<file path="config.mk">
export PLATFORM = sky130hd
export DESIGN_NAME = dcrb_buffer
export DESIGN_NICKNAME = d
export VERILOG_FILES = /design/src/core/dcrb_pkg.sv /design/src/core/dcrb_buffer.sv /design/src/core/dcrb_fifo.sv
export VERILOG_INCLUDE_DIRS = /design/src /design/src/core
export SDC_FILE = /design/constraint.sdc
export NUM_CORES = 1
export LEC_CHECK = 0
export BUFFER_PORTS_ARGS = -buffer_cell sky130_fd_sc_hd__buf_2
export CORE_MARGIN = 2
export CORE_UTILIZATION = 41
export DETAILED_ROUTE_END_ITERATION = 6
export GPL_ROUTABILITY_DRIVEN = 0
export GPL_TIMING_DRIVEN = 0
export MAX_ROUTING_LAYER = met4
export PLACE_DENSITY = 0.58
export SYNTH_ARGS = -nofsm -noshare
export SYNTH_HDL_FRONTEND = slang
export SYNTH_HIERARCHICAL = 1
export SYNTH_SLANG_ARGS = --single-unit
</file>
<file path="constraint.sdc">
create_clock -name clock -period 3.64 [get_ports clock]
set_clock_uncertainty 0.05 [all_clocks]
set_input_delay 0 -clock clock [delete_from_list [all_inputs] [get_ports clock]]
set_output_delay 0 -clock clock [all_outputs]
set_load 0.005 [all_outputs]
</file>
<file path="src/core/dcrb_defs.svh">
// Purpose: Shared constants of the command register buffer
// Assumes: Included by bare name from the buffer and FIFO design files
// Notes: Definitions only
`ifndef DCRB_DEFS_SVH
`define DCRB_DEFS_SVH
`define DCRB_CMD_WIDTH 22
`define DCRB_FIFO_DEPTH 8
`define DCRB_FAULT_CYCLES 2
`define DCRB_FAULT_CNT_W 2
`define DCRB_CLOCK_PERIOD_NS 100
`define DCRB_STRAP_LOW_OK 1'h0
`define DCRB_STRAP_HIGH_OK 1'h1
`define DCRB_FAULT_IDLE_N 1'h1
`endif

</file>
<file path="src/core/dcrb_pkg.sv">
// Purpose: Types of the command register buffer
// Assumes: Nothing beyond the constants header
// Notes: One-hot codes for the fault sequencer
package dcrb_pkg;
	typedef enum logic [2:0] {
		DCRB_PF_IDLE = 3'h1,
		DCRB_PF_WAIT = 3'h2,
		DCRB_PF_LOW = 3'h4
	} dcrb_pf_state_t;
endpackage : dcrb_pkg
</file>
<file path="src/core/dcrb_buffer.sv">
// Purpose: Registered address/command buffer with parity checking
// Assumes: Command, select and parity inputs come from logic on clock
// Notes: Gate enable and straps are static pins and are synchronised
// Overview of operation
// - Gate high: capture only with a select low
// - Gate low: capture on every rising edge with clock enable high and FIFO room
// - Only rising clock edges and the asynchronous reset update state
// - Reset clears state, drives both command output copies low asynchronously
// - Reset clears the parity fault output
// - Parity bit follows its word by one cycle
// - Mismatch: fault low two cycles, one delayed
// - Extra selects gate capture, have no outputs
`timescale 1ns/1ns
`include "dcrb_defs.svh"
module dcrb_buffer #(
	parameter int WIDTH = `DCRB_CMD_WIDTH,
	parameter int DEPTH = `DCRB_FIFO_DEPTH
) (
	input wire logic clock,
	input wire logic rst_n,
	input wire logic clk_en,
	input wire logic select_gate_enable,
	input wire logic chip_select_in_0,
	input wire logic chip_select_in_1,
	input wire logic chip_select_in_2,
	input wire logic chip_select_in_3,
	input wire logic [WIDTH-1:0] cmd_addr_inputs,
	output logic cmd_ready,
	input wire logic drive_ready,
	output logic [WIDTH-1:0] cmd_addr_outputs_copy_a,
	output logic [WIDTH-1:0] cmd_addr_outputs_copy_b,
	input wire logic parity_bit_in,
	output logic parity_fault_n,
	output logic parity_fault_oe,
	input wire logic strap_tie_low,
	input wire logic strap_tie_high,
	output logic strap_ok,
	output dcrb_pkg::dcrb_pf_state_t fault_state
);
	import dcrb_pkg::*;
	localparam int FCW = `DCRB_FAULT_CNT_W;
	localparam int FAULT_CYCLES = `DCRB_FAULT_CYCLES;
	if (WIDTH < 1 || FAULT_CYCLES < 1 || FAULT_CYCLES > (1 << FCW)) begin : g_bad_param
		$error("dcrb_buffer: width or fault length out of range");
	end
	typedef struct packed {
		logic gate_meta;
		logic gate_sync;
		logic [1:0] strap_meta;
		logic [1:0] strap_sync;
		logic chk_pend;
		logic word_par;
		dcrb_pf_state_t pf_state;
		logic [FCW-1:0] pf_cnt;
		logic fault_n;
		logic [WIDTH-1:0] out_a;
		logic [WIDTH-1:0] out_b;
	} dcrb_top_state_t;
	localparam dcrb_top_state_t S_RESET = '{
		pf_state: DCRB_PF_IDLE,
		fault_n: `DCRB_FAULT_IDLE_N,
		default: '0
	};
	function automatic logic select_active(input logic cs0, input logic cs1, input logic cs2, input logic cs3);
		select_active = !(cs0 && cs1 && cs2 && cs3);
	endfunction : select_active
	function automatic logic word_parity(input logic [WIDTH-1:0] w);
		word_parity = ^w;
	endfunction : word_parity
	dcrb_top_state_t s_reg;
	dcrb_top_state_t s_next;
	logic any_select;
	logic capture;
	logic mismatch;
	logic fifo_valid;
	logic [WIDTH-1:0] fifo_data;
	logic drive_pop;
	// Any of the four selects low opens the gate
	assign any_select = select_active(chip_select_in_0, chip_select_in_1, chip_select_in_2, chip_select_in_3);
	// Gate enable high limits capture to selected cycles
	assign capture = any_select || !s_reg.gate_sync;
	assign mismatch = s_reg.chk_pend && (s_reg.word_par ^ parity_bit_in);
	assign drive_pop = fifo_valid && drive_ready && clk_en;
	dcrb_fifo #(
		.WIDTH(WIDTH),
		.DEPTH(DEPTH)
	) u_fifo (
		.clock(clock),
		.rst_n(rst_n),
		.clk_en(clk_en),
		.in_valid(capture),
		.in_ready(cmd_ready),
		.in_data(cmd_addr_inputs),
		.out_valid(fifo_valid),
		.out_ready(drive_ready),
		.out_data(fifo_data)
	);
	always_comb begin
		s_next = s_reg;
		if (clk_en) begin
			s_next.gate_meta = select_gate_enable;
			s_next.gate_sync = s_reg.gate_meta;
			s_next.strap_meta = {strap_tie_high, strap_tie_low};
			s_next.strap_sync = s_reg.strap_meta;
			// Word parity is held one cycle for the late parity bit
			s_next.chk_pend = any_select;
			s_next.word_par = word_parity(cmd_addr_inputs);
			// Outputs move only when a captured word is drained
			if (drive_pop) begin
				s_next.out_a = fifo_data;
				s_next.out_b = fifo_data;
			end
			case (s_reg.pf_state)
				DCRB_PF_IDLE: begin
					if (mismatch) begin
						s_next.pf_state = DCRB_PF_WAIT;
					end
				end
				DCRB_PF_WAIT: begin
					// Extra cycle of delay before the fault shows
					s_next.pf_state = DCRB_PF_LOW;
					s_next.pf_cnt = FCW'(FAULT_CYCLES - 1);
				end
				DCRB_PF_LOW: begin
					if (mismatch) begin
						s_next.pf_cnt = FCW'(FAULT_CYCLES - 1);
					end else if (s_reg.pf_cnt == '0) begin
						s_next.pf_state = DCRB_PF_IDLE;
					end else begin
						s_next.pf_cnt = s_reg.pf_cnt - 1'b1;
					end
				end
				default: begin
					s_next.pf_state = DCRB_PF_IDLE;
					s_next.pf_cnt = '0;
				end
			endcase
			s_next.fault_n = (s_next.pf_state != DCRB_PF_LOW);
		end
	end
	// Single rising-edge process with asynchronous clear
	always_ff @(posedge clock or negedge rst_n) begin
		if (!rst_n) begin
			s_reg <= S_RESET;
		end else begin
			s_reg <= s_next;
		end
	end
	assign cmd_addr_outputs_copy_a = s_reg.out_a;
	assign cmd_addr_outputs_copy_b = s_reg.out_b;
	assign parity_fault_n = s_reg.fault_n;
	assign parity_fault_oe = !s_reg.fault_n;
	assign fault_state = s_reg.pf_state;
	// Board is expected to hold the straps at fixed levels
	assign strap_ok = (s_reg.strap_sync[0] == `DCRB_STRAP_LOW_OK) && (s_reg.strap_sync[1] == `DCRB_STRAP_HIGH_OK);
endmodule : dcrb_buffer

</file>
<file path="src/core/dcrb_fifo.sv">
// Purpose: Word FIFO with registered read data and valid/ready on both sides
// Assumes: DEPTH is a power of two of at least two
// Notes: Output register adds one word of storage beyond DEPTH
`timescale 1ns/1ns
`include "dcrb_defs.svh"
module dcrb_fifo #(
	parameter int WIDTH = `DCRB_CMD_WIDTH,
	parameter int DEPTH = `DCRB_FIFO_DEPTH
) (
	input wire logic clock,
	input wire logic rst_n,
	input wire logic clk_en,
	input wire logic in_valid,
	output logic in_ready,
	input wire logic [WIDTH-1:0] in_data,
	output logic out_valid,
	input wire logic out_ready,
	output logic [WIDTH-1:0] out_data
);
	import dcrb_pkg::*;
	localparam int AW = $clog2(DEPTH);
	if (DEPTH < 2 || (DEPTH & (DEPTH - 1)) != 0 || WIDTH < 1) begin : g_bad_param
		$error("dcrb_fifo: DEPTH must be a power of two of at least two");
	end
	typedef struct packed {
		logic [DEPTH-1:0][WIDTH-1:0] mem;
		logic [AW-1:0] wr_ptr;
		logic [AW-1:0] rd_ptr;
		logic [AW:0] count;
		logic ov;
		logic [WIDTH-1:0] od;
	} dcrb_fifo_state_t;
	dcrb_fifo_state_t s_reg;
	dcrb_fifo_state_t s_next;
	logic push;
	logic load;
	logic bypass;
	logic mem_pop;
	logic mem_push;
	assign in_ready = (s_reg.count != (AW+1)'(DEPTH));
	assign out_valid = s_reg.ov;
	assign out_data = s_reg.od;
	always_comb begin
		s_next = s_reg;
		push = in_valid && in_ready && clk_en;
		load = clk_en && (!s_reg.ov || out_ready);
		bypass = 1'b0;
		mem_pop = 1'b0;
		mem_push = 1'b0;
		if (load) begin
			if (s_reg.count != '0) begin
				s_next.od = s_reg.mem[s_reg.rd_ptr];
				s_next.rd_ptr = s_reg.rd_ptr + 1'b1;
				s_next.ov = 1'b1;
				mem_pop = 1'b1;
			end else if (push) begin
				s_next.od = in_data;
				s_next.ov = 1'b1;
				bypass = 1'b1;
			end else begin
				s_next.ov = 1'b0;
			end
		end
		if (push && !bypass) begin
			s_next.mem[s_reg.wr_ptr] = in_data;
			s_next.wr_ptr = s_reg.wr_ptr + 1'b1;
			mem_push = 1'b1;
		end
		s_next.count = s_reg.count + {{AW{1'b0}}, mem_push} - {{AW{1'b0}}, mem_pop};
	end
	always_ff @(posedge clock or negedge rst_n) begin
		if (!rst_n) begin
			s_reg <= '0;
		end else begin
			s_reg <= s_next;
		end
	end
endmodule : dcrb_fifo

</file>
==> results.sh, run 1 <==
export IMPL_outcome="completed"
export IMPL_pin_count=85
export IMPL_synthAdderAreaFrac_pct=1.12
export IMPL_seqPwrFrac_pct=39.0
export IMPL_synth_seq_area_share_pct=51.9
export IMPL_dpl_cell_area_mm2=0.0128
export IMPL_htreeDepth=1
export IMPL_setup_tns_final_ns=0
export IMPL_synth_fp_nets=842
export IMPL_grt_pass1_wl_um=42900
export IMPL_clkPwrFrac_pct=20.7
export IMPL_rsz0062_at_grt="no"
export IMPL_die_area_mm2=0.0302
export IMPL_worstPathArrival_ns=3.23
export IMPL_fp_dieW_um=174
export IMPL_insertedDiodeCount=0
export IMPL_cts_made_buffers=27
export IMPL_grt_max_degree=96
export IMPL_grt_pass1_vias=7333
export IMPL_clk_pin_slew_ns=0.06
export IMPL_first_pass_iters=4
export IMPL_peakVddDrop_uv=358
export IMPL_min_period_ns=2.83
export IMPL_drive_gt1_share_pct=49.5
export IMPL_postRouteAntennaNets=0
export IMPL_regArea_mm2=0.00613
export IMPL_fin_area_mm2=0.0139
export IMPL_area_delta_synth_final_pct=18.1
export IMPL_internal_power_mw=8.71
export IMPL_p_total_mw=12.4
export IMPL_num_rows=62
export IMPL_fp_dieH_um=174
export IMPL_root_buffer="clkbuf_16"
export IMPL_report_final_slew_viol_count=0
export IMPL_post_route_drc_count=0
export IMPL_endpoint_kind="register"
export IMPL_hold_class="primary input to register"
export IMPL_core_area_mm2=0.0285
export IMPL_synth_simple_area_share_pct=3.56
export IMPL_postRouteWirelength_um=26800
export IMPL_p_comb_share_pct=40.3
export IMPL_multi_input_area_mm2=0.00486
export IMPL_largest_reg_flops=186
export IMPL_worst_slew_pin_slew_ns=1.08
export IMPL_viasPerCell=5.12
export IMPL_synth_compound_area_share_pct=3.68
export IMPL_syn_cell_area_mm2=0.0118
export IMPL_cts_sinks=245
export IMPL_crit_required_ns=4.04
export IMPL_startpoint_type="register"
export IMPL_grt_overflow_total=0
export IMPL_ff2ff_path_depth=11
export IMPL_start_util_pct=41.4
export IMPL_place_port_buffers=83
export IMPL_wire_per_inst_um=19.8
export IMPL_synth_ff_type="dfrtp_1"
export IMPL_path_class="register to register"
export IMPL_post_cts_resized=0
export IMPL_max_freq_mhz=353
export IMPL_synth_edf_count=0
export IMPL_swShare_pct=30.0
export IMPL_fillers=2586
export IMPL_hold_depth=5
export IMPL_ys_ff_latch=245
export IMPL_timing_final_crit_share_pct=77.9
export IMPL_grt_antenna_before_repair=0
export IMPL_hold_violations=0
export IMPL_path_max_fanout=8
export IMPL_synth_cell_types=48
export IMPL_synthArstFlopShare_pct=100
export IMPL_clk_latency_ns=0.54
export IMPL_ys_warn_count=6
export IMPL_vias=6913
export IMPL_nets=991
export IMPL_hpwl_um=16300
export IMPL_r2r_slack_ns=0.81
export IMPL_grt_use_total_pct=18.8
export IMPL_leakagePower_nw=6.14
export IMPL_synth_xor_area_share_pct=2.05
export IMPL_powerDensity_mw_per_mm2=892
export IMPL_cts_max_path_buffers=3
export IMPL_synth_area_mux_share_pct=30.7
export IMPL_syn_avg_cell_area_um2=14.8
export IMPL_drv_cap=0
export IMPL_cts_tree="built"
export IMPL_power_switching_mw=3.73
export IMPL_finalSetupViolCount=0
export IMPL_drtIter0Drc=391
export IMPL_slew_limit_headroom_pct=27.9
export IMPL_syn_inst=798
export IMPL_synth_top_family_by_area="multiplexers"
[layer usage]
metal / vias up / track usage (%) / share of wire, %
li1: 3138 / - / -
met1: 3603 / 27.0 / 48
met2: 137 / 28.5 / 45
met3: 35 / 2.65 / 4.1
met4: 0 / 3.96 / 2.0
met5: - / - / 0
[Yosys cell counts, types with 2 or more instances]
cell type | n | area [um^2]
mux4_2 | 42 | 946
nand2b_1 | 5 | 31.3
xnor2_1 | 19 | 166
mux2_2 | 127 | 1430
nand3_1 | 5 | 25.0
buf_6 | 9 | 101
ha_1 | 9 | 113
mux2_4 | 80 | 1200
a22oi_1 | 3 | 22.5
buf_2 | 17 | 85.1
xor2_1 | 6 | 52.6
nor2b_1 | 4 | 25.0
buf_4 | 69 | 518
dfstp_2 | 2 | 52.6
mux2i_1 | 4 | 40.0
nand2_1 | 11 | 41.3
nor3b_1 | 2 | 15.0
nor3_4 | 3 | 48.8
a21o_1 | 2 | 15.0
o22ai_1 | 44 | 275
nand4_1 | 3 | 18.8
inv_1 | 16 | 60.1
or4_1 | 3 | 22.5
nor2_1 | 29 | 109
clkbuf_1 | 11 | 41.3
buf_1 | 3 | 11.3
a21oi_1 | 7 | 35.0
dfrtp_1 | 243 | 6080
[power by group through the flow]
stage / combinational [mW] / clock (mW) / sequential [mW]
6_report: 5.01 / 2.57 / 4.85
4_1_cts: 5.07 / 2.63 / 4.86
3_5_place_dp: 5.02 / 0 / 4.88
2_1_floorplan: 3.96 / 0 / 4.64
5_1_grt: 5.44 / 2.74 / 5.03
3_3_place_gp: 4.91 / 0 / 4.86
[area by class of cell]
cell class	count	area share, %
clock inverter	6	0.242
sequential	245	44.0
inverter	16	0.431
buffer	109	5.43
clock buffer	42	5.61
timing repair buffer	120	6.03
multi-input combinational	428	34.8
tap	384	3.45
[cell families after synthesis]
group	after synthesis
and+or+nand+nor	74
adders and majority gates	10
muxes	254
xor gates and xnor gates	26
buffers and inverters	125
AOI/OAI and AO/OA	64
DFF	245
[through the flow]
step / instances / hold slack (ns) / utilization (%) / worst slack [ns]
2_1_floorplan: 798 / -0.346 / - / 0.985
3_3_place_gp: 1265 / 0.185 / 44.5 / -2.13
3_5_place_dp: 1267 / -0.0387 / 44.7 / 0.825
4_1_cts: 1350 / 0.168 / 48.8 / 0.774
5_1_grt: 1350 / 0.183 / 48.8 / 0.625
6_report: 1350 / 0.174 / 48.8 / 0.805
[worst paths after layout]
kind / startpoint / to
worst max-delay path: u_fifo/s_reg[25]$_DFF_PN0_ / u_fifo/s_reg[26]$_DFF_PN0_
worst min-delay path: chip_select_in_0 / u_fifo/s_reg[30]$_DFFE_PN0P_
worst max register to register: u_fifo/s_reg[25]$_DFF_PN0_ / u_fifo/s_reg[26]$_DFF_PN0_
worst min register to register: u_fifo/s_reg[61]$_DFFE_PN0P_ / u_fifo/s_reg[61]$_DFFE_PN0P_
max in group asynchronous: rst_n / u_fifo/s_reg[138]$_DFFE_PN0P_
min in group asynchronous: rst_n / u_fifo/s_reg[39]$_DFFE_PN0P_
[cells in the final DEF (no fill, tap or decap), types with 19 or more instances in the layout]
cell type / count
xnor2_1: 19
clkbuf_16: 27
buf_2: 99
mux4_2: 42
mux2_4: 80
dfrtp_1: 243
o22ai_1: 44
nor2_1: 29
mux2_2: 127
clkbuf_1: 21
buf_4: 69
dlygate4sd3_1: 34
[critical path, stage by stage (launching register included)]
cell       delay [ns]
dfrtp_1          0.35
inv_1            0.10
ha_1             0.17
or3b_1           0.36
buf_6            0.15
o2111ai_4        0.43
ha_1             0.31
inv_1            0.06
ha_1             0.26
a21o_1           0.17
a21oi_1          0.17
xor2_1           0.18
[what timing repair did]
action	4_1_cts	5_1_grt
setup buffers	0	0
hold buffers	35	0
endpoints found under the hold margin	360	0
No activity file was read; power rests on OpenSTA's default activity.
==> run 2, diff against run 1 <==
- ABC_AREA: not set -> 1
- PLACE_DENSITY: 0.58 -> 0.6
- clock period: 3.64 -> 2.3 ns (I/O delays scaled with it)
==> run 2 against run 1 <==
Net effect: utilization rose by 0.79 points; sequential share of layout area down 2.3 points; first-iteration DRC count grew 92%; largest cell class unchanged.
==> results.sh, run 2 <==
export IMPL_power_switching_mw=7.69
export IMPL_nets=1671
export IMPL_grt_pass1_wl_um=51700
export IMPL_root_buffer="clkbuf_16"
export IMPL_vias=10100
export IMPL_report_final_slew_viol_count=0
export IMPL_slew_limit_headroom_pct=57.4
export IMPL_hold_class="primary input to register"
export IMPL_insertedDiodeCount=0
export IMPL_synthAdderAreaFrac_pct=1.07
export IMPL_synth_ff_type="dfrtp_1"
export IMPL_synth_fp_nets=1515
export IMPL_fp_dieW_um=178
export IMPL_endpoint_kind="register"
export IMPL_core_area_mm2=0.0296
export IMPL_cts_tree="built"
export IMPL_leakagePower_nw=7.43
export IMPL_htreeDepth=1
export IMPL_cts_max_path_buffers=3
export IMPL_crit_required_ns=2.66
export IMPL_p_total_mw=20.2
export IMPL_largest_reg_flops=186
export IMPL_ys_ff_latch=245
export IMPL_wire_per_inst_um=15.8
export IMPL_synth_area_mux_share_pct=2.00
export IMPL_worstPathArrival_ns=2.53
export IMPL_final_common_cell="nand2_1"
export IMPL_p_comb_share_pct=42.1
export IMPL_fp_dieH_um=178
export IMPL_syn_inst=1471
export IMPL_syn_cell_area_mm2=0.0124
export IMPL_hpwl_um=23000
export IMPL_first_pass_iters=5
export IMPL_r2r_slack_ns=0.14
export IMPL_grt_use_total_pct=21.3
export IMPL_yosysTopAreaCell="dfrtp_1"
export IMPL_rsz0062_at_grt="no"
export IMPL_grt_max_degree=110
export IMPL_swShare_pct=38.2
export IMPL_min_period_ns=2.16
export IMPL_startpoint_type="register"
export IMPL_synthTopCellsByCount="nand2_1 (551), dfrtp_1 (243), nand3_1 (165)"
export IMPL_synth_seq_area_share_pct=49.6
export IMPL_timing_final_crit_share_pct=94.0
export IMPL_cts_made_buffers=26
export IMPL_syn_avg_cell_area_um2=8.40
export IMPL_synth_top_family_by_area="simple AND/OR/NAND/NOR gates"
export IMPL_clk_latency_ns=0.53
export IMPL_synth_simple_area_share_pct=26.8
export IMPL_drv_cap=0
export IMPL_powerDensity_mw_per_mm2=1370
export IMPL_outcome="completed"
export IMPL_cts_sinks=245
export IMPL_grt_antenna_before_repair=0
export IMPL_path_class="register to register"
export IMPL_start_util_pct=41.7
export IMPL_postRouteWirelength_um=32200
export IMPL_clkPwrFrac_pct=21.3
export IMPL_synth_area_top_cells="dfrtp_1 (49%), nand2_1 (17%), nand3_1 (6.7%), o21ai_1 (6.2%), buf_4 (4.8%)"
export IMPL_layout_common_cells="nand2_1 (548), dfrtp_1 (242), nand3_1 (165)"
export IMPL_synth_edf_count=0
export IMPL_area_delta_synth_final_pct=19.0
export IMPL_hold_violations=0
export IMPL_instances_no_fill=2037
export IMPL_finalSetupViolCount=0
export IMPL_path_max_fanout=6
export IMPL_max_freq_mhz=463
export IMPL_fillers=2822
export IMPL_drtIter0Drc=750
export IMPL_grt_pass1_vias=9742
export IMPL_postRouteAntennaNets=0
export IMPL_synth_xor_area_share_pct=1.19
export IMPL_clk_pin_slew_ns=0.06
export IMPL_place_port_buffers=84
export IMPL_viasPerCell=4.95
export IMPL_synthArstFlopShare_pct=100
export IMPL_ys_warn_count=6
export IMPL_synth_most_common_cell="nand2_1"
export IMPL_synth_compound_area_share_pct=8.42
export IMPL_peakVddDrop_uv=595
export IMPL_pin_count=85
export IMPL_synth_top_cell_area_share_pct=49.2
export IMPL_die_area_mm2=0.0316
export IMPL_dp_cells=1947
export IMPL_num_rows=63
export IMPL_drive_gt1_share_pct=21.1
export IMPL_worst_slew_pin_slew_ns=0.640
export IMPL_synth_cell_types=38
export IMPL_seqPwrFrac_pct=36.6
export IMPL_post_route_drc_count=0
export IMPL_internal_power_mw=12.5
export IMPL_grt_overflow_total=0
==> run 2: changes by cell type in the layout (fill, tap and decap cells not counted), moves of 24 or more <==
cell	previous run	this run
mux2_2	127	20
mux4_2	42	0
o22ai_1	44	1
o21ai_1	0	153
mux2_4	80	0
o21ai_2	0	24
nand3_1	5	165
nand2_1	11	548
inv_1	16	60
==> run 2: worst paths after layout <==
kind	startpoint	end	cells past startpoint
setup / recovery	u_fifo/s_reg[24]$_DFF_PN0_	u_fifo/s_reg[25]$_DFF_PN0_	11
hold / removal	chip_select_in_3	u_fifo/s_reg[30]$_DFFE_PN0P_	8
setup reg to reg	u_fifo/s_reg[24]$_DFF_PN0_	u_fifo/s_reg[25]$_DFF_PN0_	11
hold reg to reg	u_fifo/s_reg[69]$_DFFE_PN0P_	u_fifo/s_reg[69]$_DFFE_PN0P_	2
max in group asynchronous	rst_n	u_fifo/s_reg[178]$_DFFE_PN0P_	5
min in group asynchronous	rst_n	fault_state[0]$_DFFE_PN1P_	3
==> run 2: per-stage QoR <==
step | hold slack (ns) | instance area [um^2] | TNS, ns | setup WS [ns] | util [%]
6_report | 0.114 | 14700 | 0 | 0.138 | 49.6
5_1_grt | 0.189 | 14700 | 0 | 0.00515 | 49.6
4_1_cts | 0.213 | 14600 | 0 | 0.0307 | 49.4
3_5_place_dp | -0.105 | 13300 | -0.395 | -0.193 | 45.0
3_3_place_gp | 0.164 | 13300 | -817.44 | -3.38 | 44.8
2_1_floorplan | -0.346 | 12400 | 0 | 0.0687 | -
==> run 2: kinds of logic after synthesis <==
logic type | count (synthesis)
buf+inv | 211
fa+ha+maj | 10
mux | 22
simple gates | 778
flops | 245
xor+xnor | 16
compound gates | 189
==> run 2: timing repair <==
action / in CTS / in global routing
buffers inserted: 1 / 4
resized for setup: 5 / 9
endpoints found under the setup margin: 3 / 2
pin swaps: 0 / 3
hold endpoints to repair: 335 / 0
hold buffers: 37 / 0
==> run 2: area by class of cell <==
class	count	area (um^2)	area share, %
Sequential cell	245	6130	41.7
Multi-Input combinational cell	1015	4940	33.6
Buffer	144	1080	7.37
Timing Repair Buffer	128	911	6.19
Clock buffer	40	815	5.54
Tap cell	390	488	3.32
Inverter	67	267	1.81
Clock inverter	8	73.8	0.502
==> run 2: power by group through the flow <==
stage,clock (mW),sequential (mW),combinational (mW)
finish,4.29,7.37,8.49
global route,4.57,7.59,9.57
CTS,4.40,7.35,8.41
detailed placement,0,7.40,8.30
global placement,0,7.36,8.09
floorplan,0,7.12,6.05
==> run 2: worst max-delay path, cell delays in order (launching register included) <==
cell and delay (ns):
dfrtp_2 0.44, nor2_4 0.21, nand2_4 0.08, nand3_4 0.09
clkinv_8 0.07, nand2_8 0.08, ha_1 0.24, inv_1 0.06
ha_1 0.15, inv_1 0.05, fa_1 0.37, xnor2_1 0.14
==> run 2: metal layers <==
metal | routed length [um] | part of all wire [%] | vias to the layer above | global-route usage (%)
met4 | 584 | 1.8 | 0 | 5.19
met3 | 1780 | 5.5 | 41 | 2.81
met2 | 15100 | 47 | 274 | 34.2
li1 | - | - | 4998 | -
met1 | 14700 | 46 | 4771 | 28.6
met5 | 0 | 0 | - | -
==> run 3, diff against run 2 <==
- CELL_PAD_IN_SITES_DETAIL_PLACEMENT: not set -> 1
- CELL_PAD_IN_SITES_GLOBAL_PLACEMENT: not set -> 1
- PLACE_DENSITY: 0.6 -> 0.75
==> run 3 against run 2 <==
Net effect: combinational power grew 2.5%; critical path depth grew 1; critical endpoint unchanged; sequential share of layout area shrank 0.44 points; global-route usage grew 2.8 points; critical path type unchanged; sequential power grew 1%; setup slack lost 0.089 ns; via count grew 1.8%; clock-buffer cell count shrank 2; total power grew 4.6%; non-clock buffer count grew 2; cell count grew 0.25%; hold slack gained 0.058 ns.
==> results.sh, run 3 (synthesis results as in run 2) <==
export IMPL_outcome="completed"
export IMPL_drtIter0Drc=555
export IMPL_pin_count=85
export IMPL_ff2ff_path_depth=12
export IMPL_slew_limit_headroom_pct=55.7
export IMPL_grt_use_total_pct=24.0
export IMPL_grt_pass1_vias=10700
export IMPL_wire_per_inst_um=17.7
export IMPL_insertedDiodeCount=0
export IMPL_cts_sinks=245
export IMPL_path_max_fanout=6
export IMPL_hold_class="primary input to register"
export IMPL_report_final_slew_viol_count=0
export IMPL_largest_reg_flops=186
export IMPL_htreeDepth=1
export IMPL_die_area_mm2=0.0316
export IMPL_timing_final_crit_share_pct=97.9
export IMPL_peakVddDrop_uv=616
export IMPL_r2r_slack_ns=0.05
export IMPL_cts_max_path_buffers=3
export IMPL_clk_latency_ns=0.54
export IMPL_r2r_end="u_fifo/s_reg[25]$_DFF_PN0_"
export IMPL_post_route_drc_count=0
export IMPL_timing_rr_start="u_fifo/s_reg[25]$_DFF_PN0_"
export IMPL_area_delta_synth_final_pct=20.3
export IMPL_cts_made_buffers=28
export IMPL_clk_pin_slew_ns=0.06
export IMPL_final_common_cell="nand2_1"
export IMPL_grt_antenna_before_repair=0
export IMPL_startpoint_type="register"
export IMPL_root_buffer="clkbuf_16"
export IMPL_nets=1675
export IMPL_setup_tns_final_ns=0
export IMPL_leakagePower_nw=7.53
export IMPL_viasPerCell=5.03
export IMPL_grt_pass1_wl_um=58200
export IMPL_hold_violations=0
export IMPL_cts_tree="built"
export IMPL_grt_overflow_total=0
export IMPL_max_freq_mhz=444
export IMPL_holdWs_ns=0.172
export IMPL_drv_cap=0
export IMPL_worst_slew_pin_slew_ns=0.665
export IMPL_finalSetupViolCount=0
export IMPL_core_area_mm2=0.0296
export IMPL_drive_gt1_share_pct=21.7
export IMPL_min_period_ns=2.25
export IMPL_grt_max_degree=116
export IMPL_post_route_util_pct=50.2
export IMPL_path_class="register to register"
export IMPL_place_port_buffers=84
export IMPL_powerDensity_mw_per_mm2=1420
export IMPL_endpoint_kind="register"
export IMPL_hp_start="chip_select_in_1"
export IMPL_vias=10300
export IMPL_fp_dieW_um=178
export IMPL_hpwl_um=25300
export IMPL_min_to="u_fifo/s_reg[32]$_DFFE_PN0P_"
export IMPL_fp_dieH_um=178
export IMPL_crit_required_ns=2.69
export IMPL_fin_area_mm2=0.0149
export IMPL_postRouteWirelength_um=36200
export IMPL_first_pass_iters=5
export IMPL_worstSetupStartpoint="u_fifo/s_reg[25]$_DFF_PN0_"
export IMPL_num_rows=63
export IMPL_layout_common_cells="nand2_1 (548), dfrtp_1 (242), nand3_1 (165)"
export IMPL_hold_depth=9
export IMPL_postRouteAntennaNets=0
export IMPL_start_util_pct=41.7
export IMPL_worstPathArrival_ns=2.64
export IMPL_dpl_cell_area_mm2=0.0133
-- run 3: through the flow --
stage	instances	total power, mW	setup WS [ns]
2_1_floorplan	1471	13.2	0.0687
3_3_place_gp	1945	15.5	-3.31
3_5_place_dp	1947	15.9	-0.209
4_1_cts	2040	21.1	0.00246
5_1_grt	2042	22.7	-0.0386
6_report	2042	21.1	0.0494
-- run 3: per-layer routing --
layer	wire, um	GRT usage (%)	vias to the layer above
li1	-	-	5008
met5	0	-	-
met1	16700	31.8	5054
met2	17800	40.6	175
met4	412	4.13	0
met3	1260	2.36	33
-- run 3: timing repair --
| action | 4_1_cts | 5_1_grt |
|---|---|---|
| setup buffers | 5 | 2 |
| resized for setup | 7 | 9 |
| setup endpoints to repair | 3 | 2 |
| hold buffers | 37 | 0 |
| pin swaps | 3 | 2 |
| endpoints found under the hold margin | 336 | 0 |
-- run 3: layout make-up --
class	instances	area (um^2)
fillers	3532	14800
flip-flops and latches	245	6130
multi-input cells	1015	4930
plain buffers	144	1080
repair buffers	130	926
clock buffers	38	840
well taps	390	488
inverters	67	267
clock inverters	13	198
-- run 3: power breakdown --
group / internal (mW) / switching, mW / leakage, nW
clock network: 3.11 / 1.83 / 0.519
registers: 6.26 / 1.19 / 3.08
logic: 3.68 / 5.03 / 3.93
total: 13.0 / 8.05 / 7.53
-- run 3: worst max-delay path, stage by stage, from the launching register on --
cell and delay (ns):
dfrtp_1 0.38, inv_2 0.10, ha_2 0.20, nand2_4 0.08
nand3_4 0.10, clkinv_8 0.07, nand2_8 0.07, ha_1 0.24
inv_1 0.06, ha_2 0.17, inv_1 0.05, fa_1 0.38
xnor2_1 0.20
-- run 3: how the worst max path moves through the flow --
| stage | to | slack [ns] | cells past startpoint |
|---|---|---|---|
| 2_1_floorplan | u_fifo/s_reg[25]$_DFF_PN0_ | 0.07 | 12 |
| 3_3_place_gp | u_fifo/s_reg[205]$_DFFE_PN0P_ | -3.31 | 1 |
| 3_5_place_dp | u_fifo/s_reg[25]$_DFF_PN0_ | -0.21 | 12 |
| 5_1_grt | u_fifo/s_reg[25]$_DFF_PN0_ | -0.04 | 12 |
| 6_report | u_fifo/s_reg[25]$_DFF_PN0_ | 0.05 | 12 |
| 4_1_cts | u_fifo/s_reg[25]$_DFF_PN0_ | 0.002 | 11 |
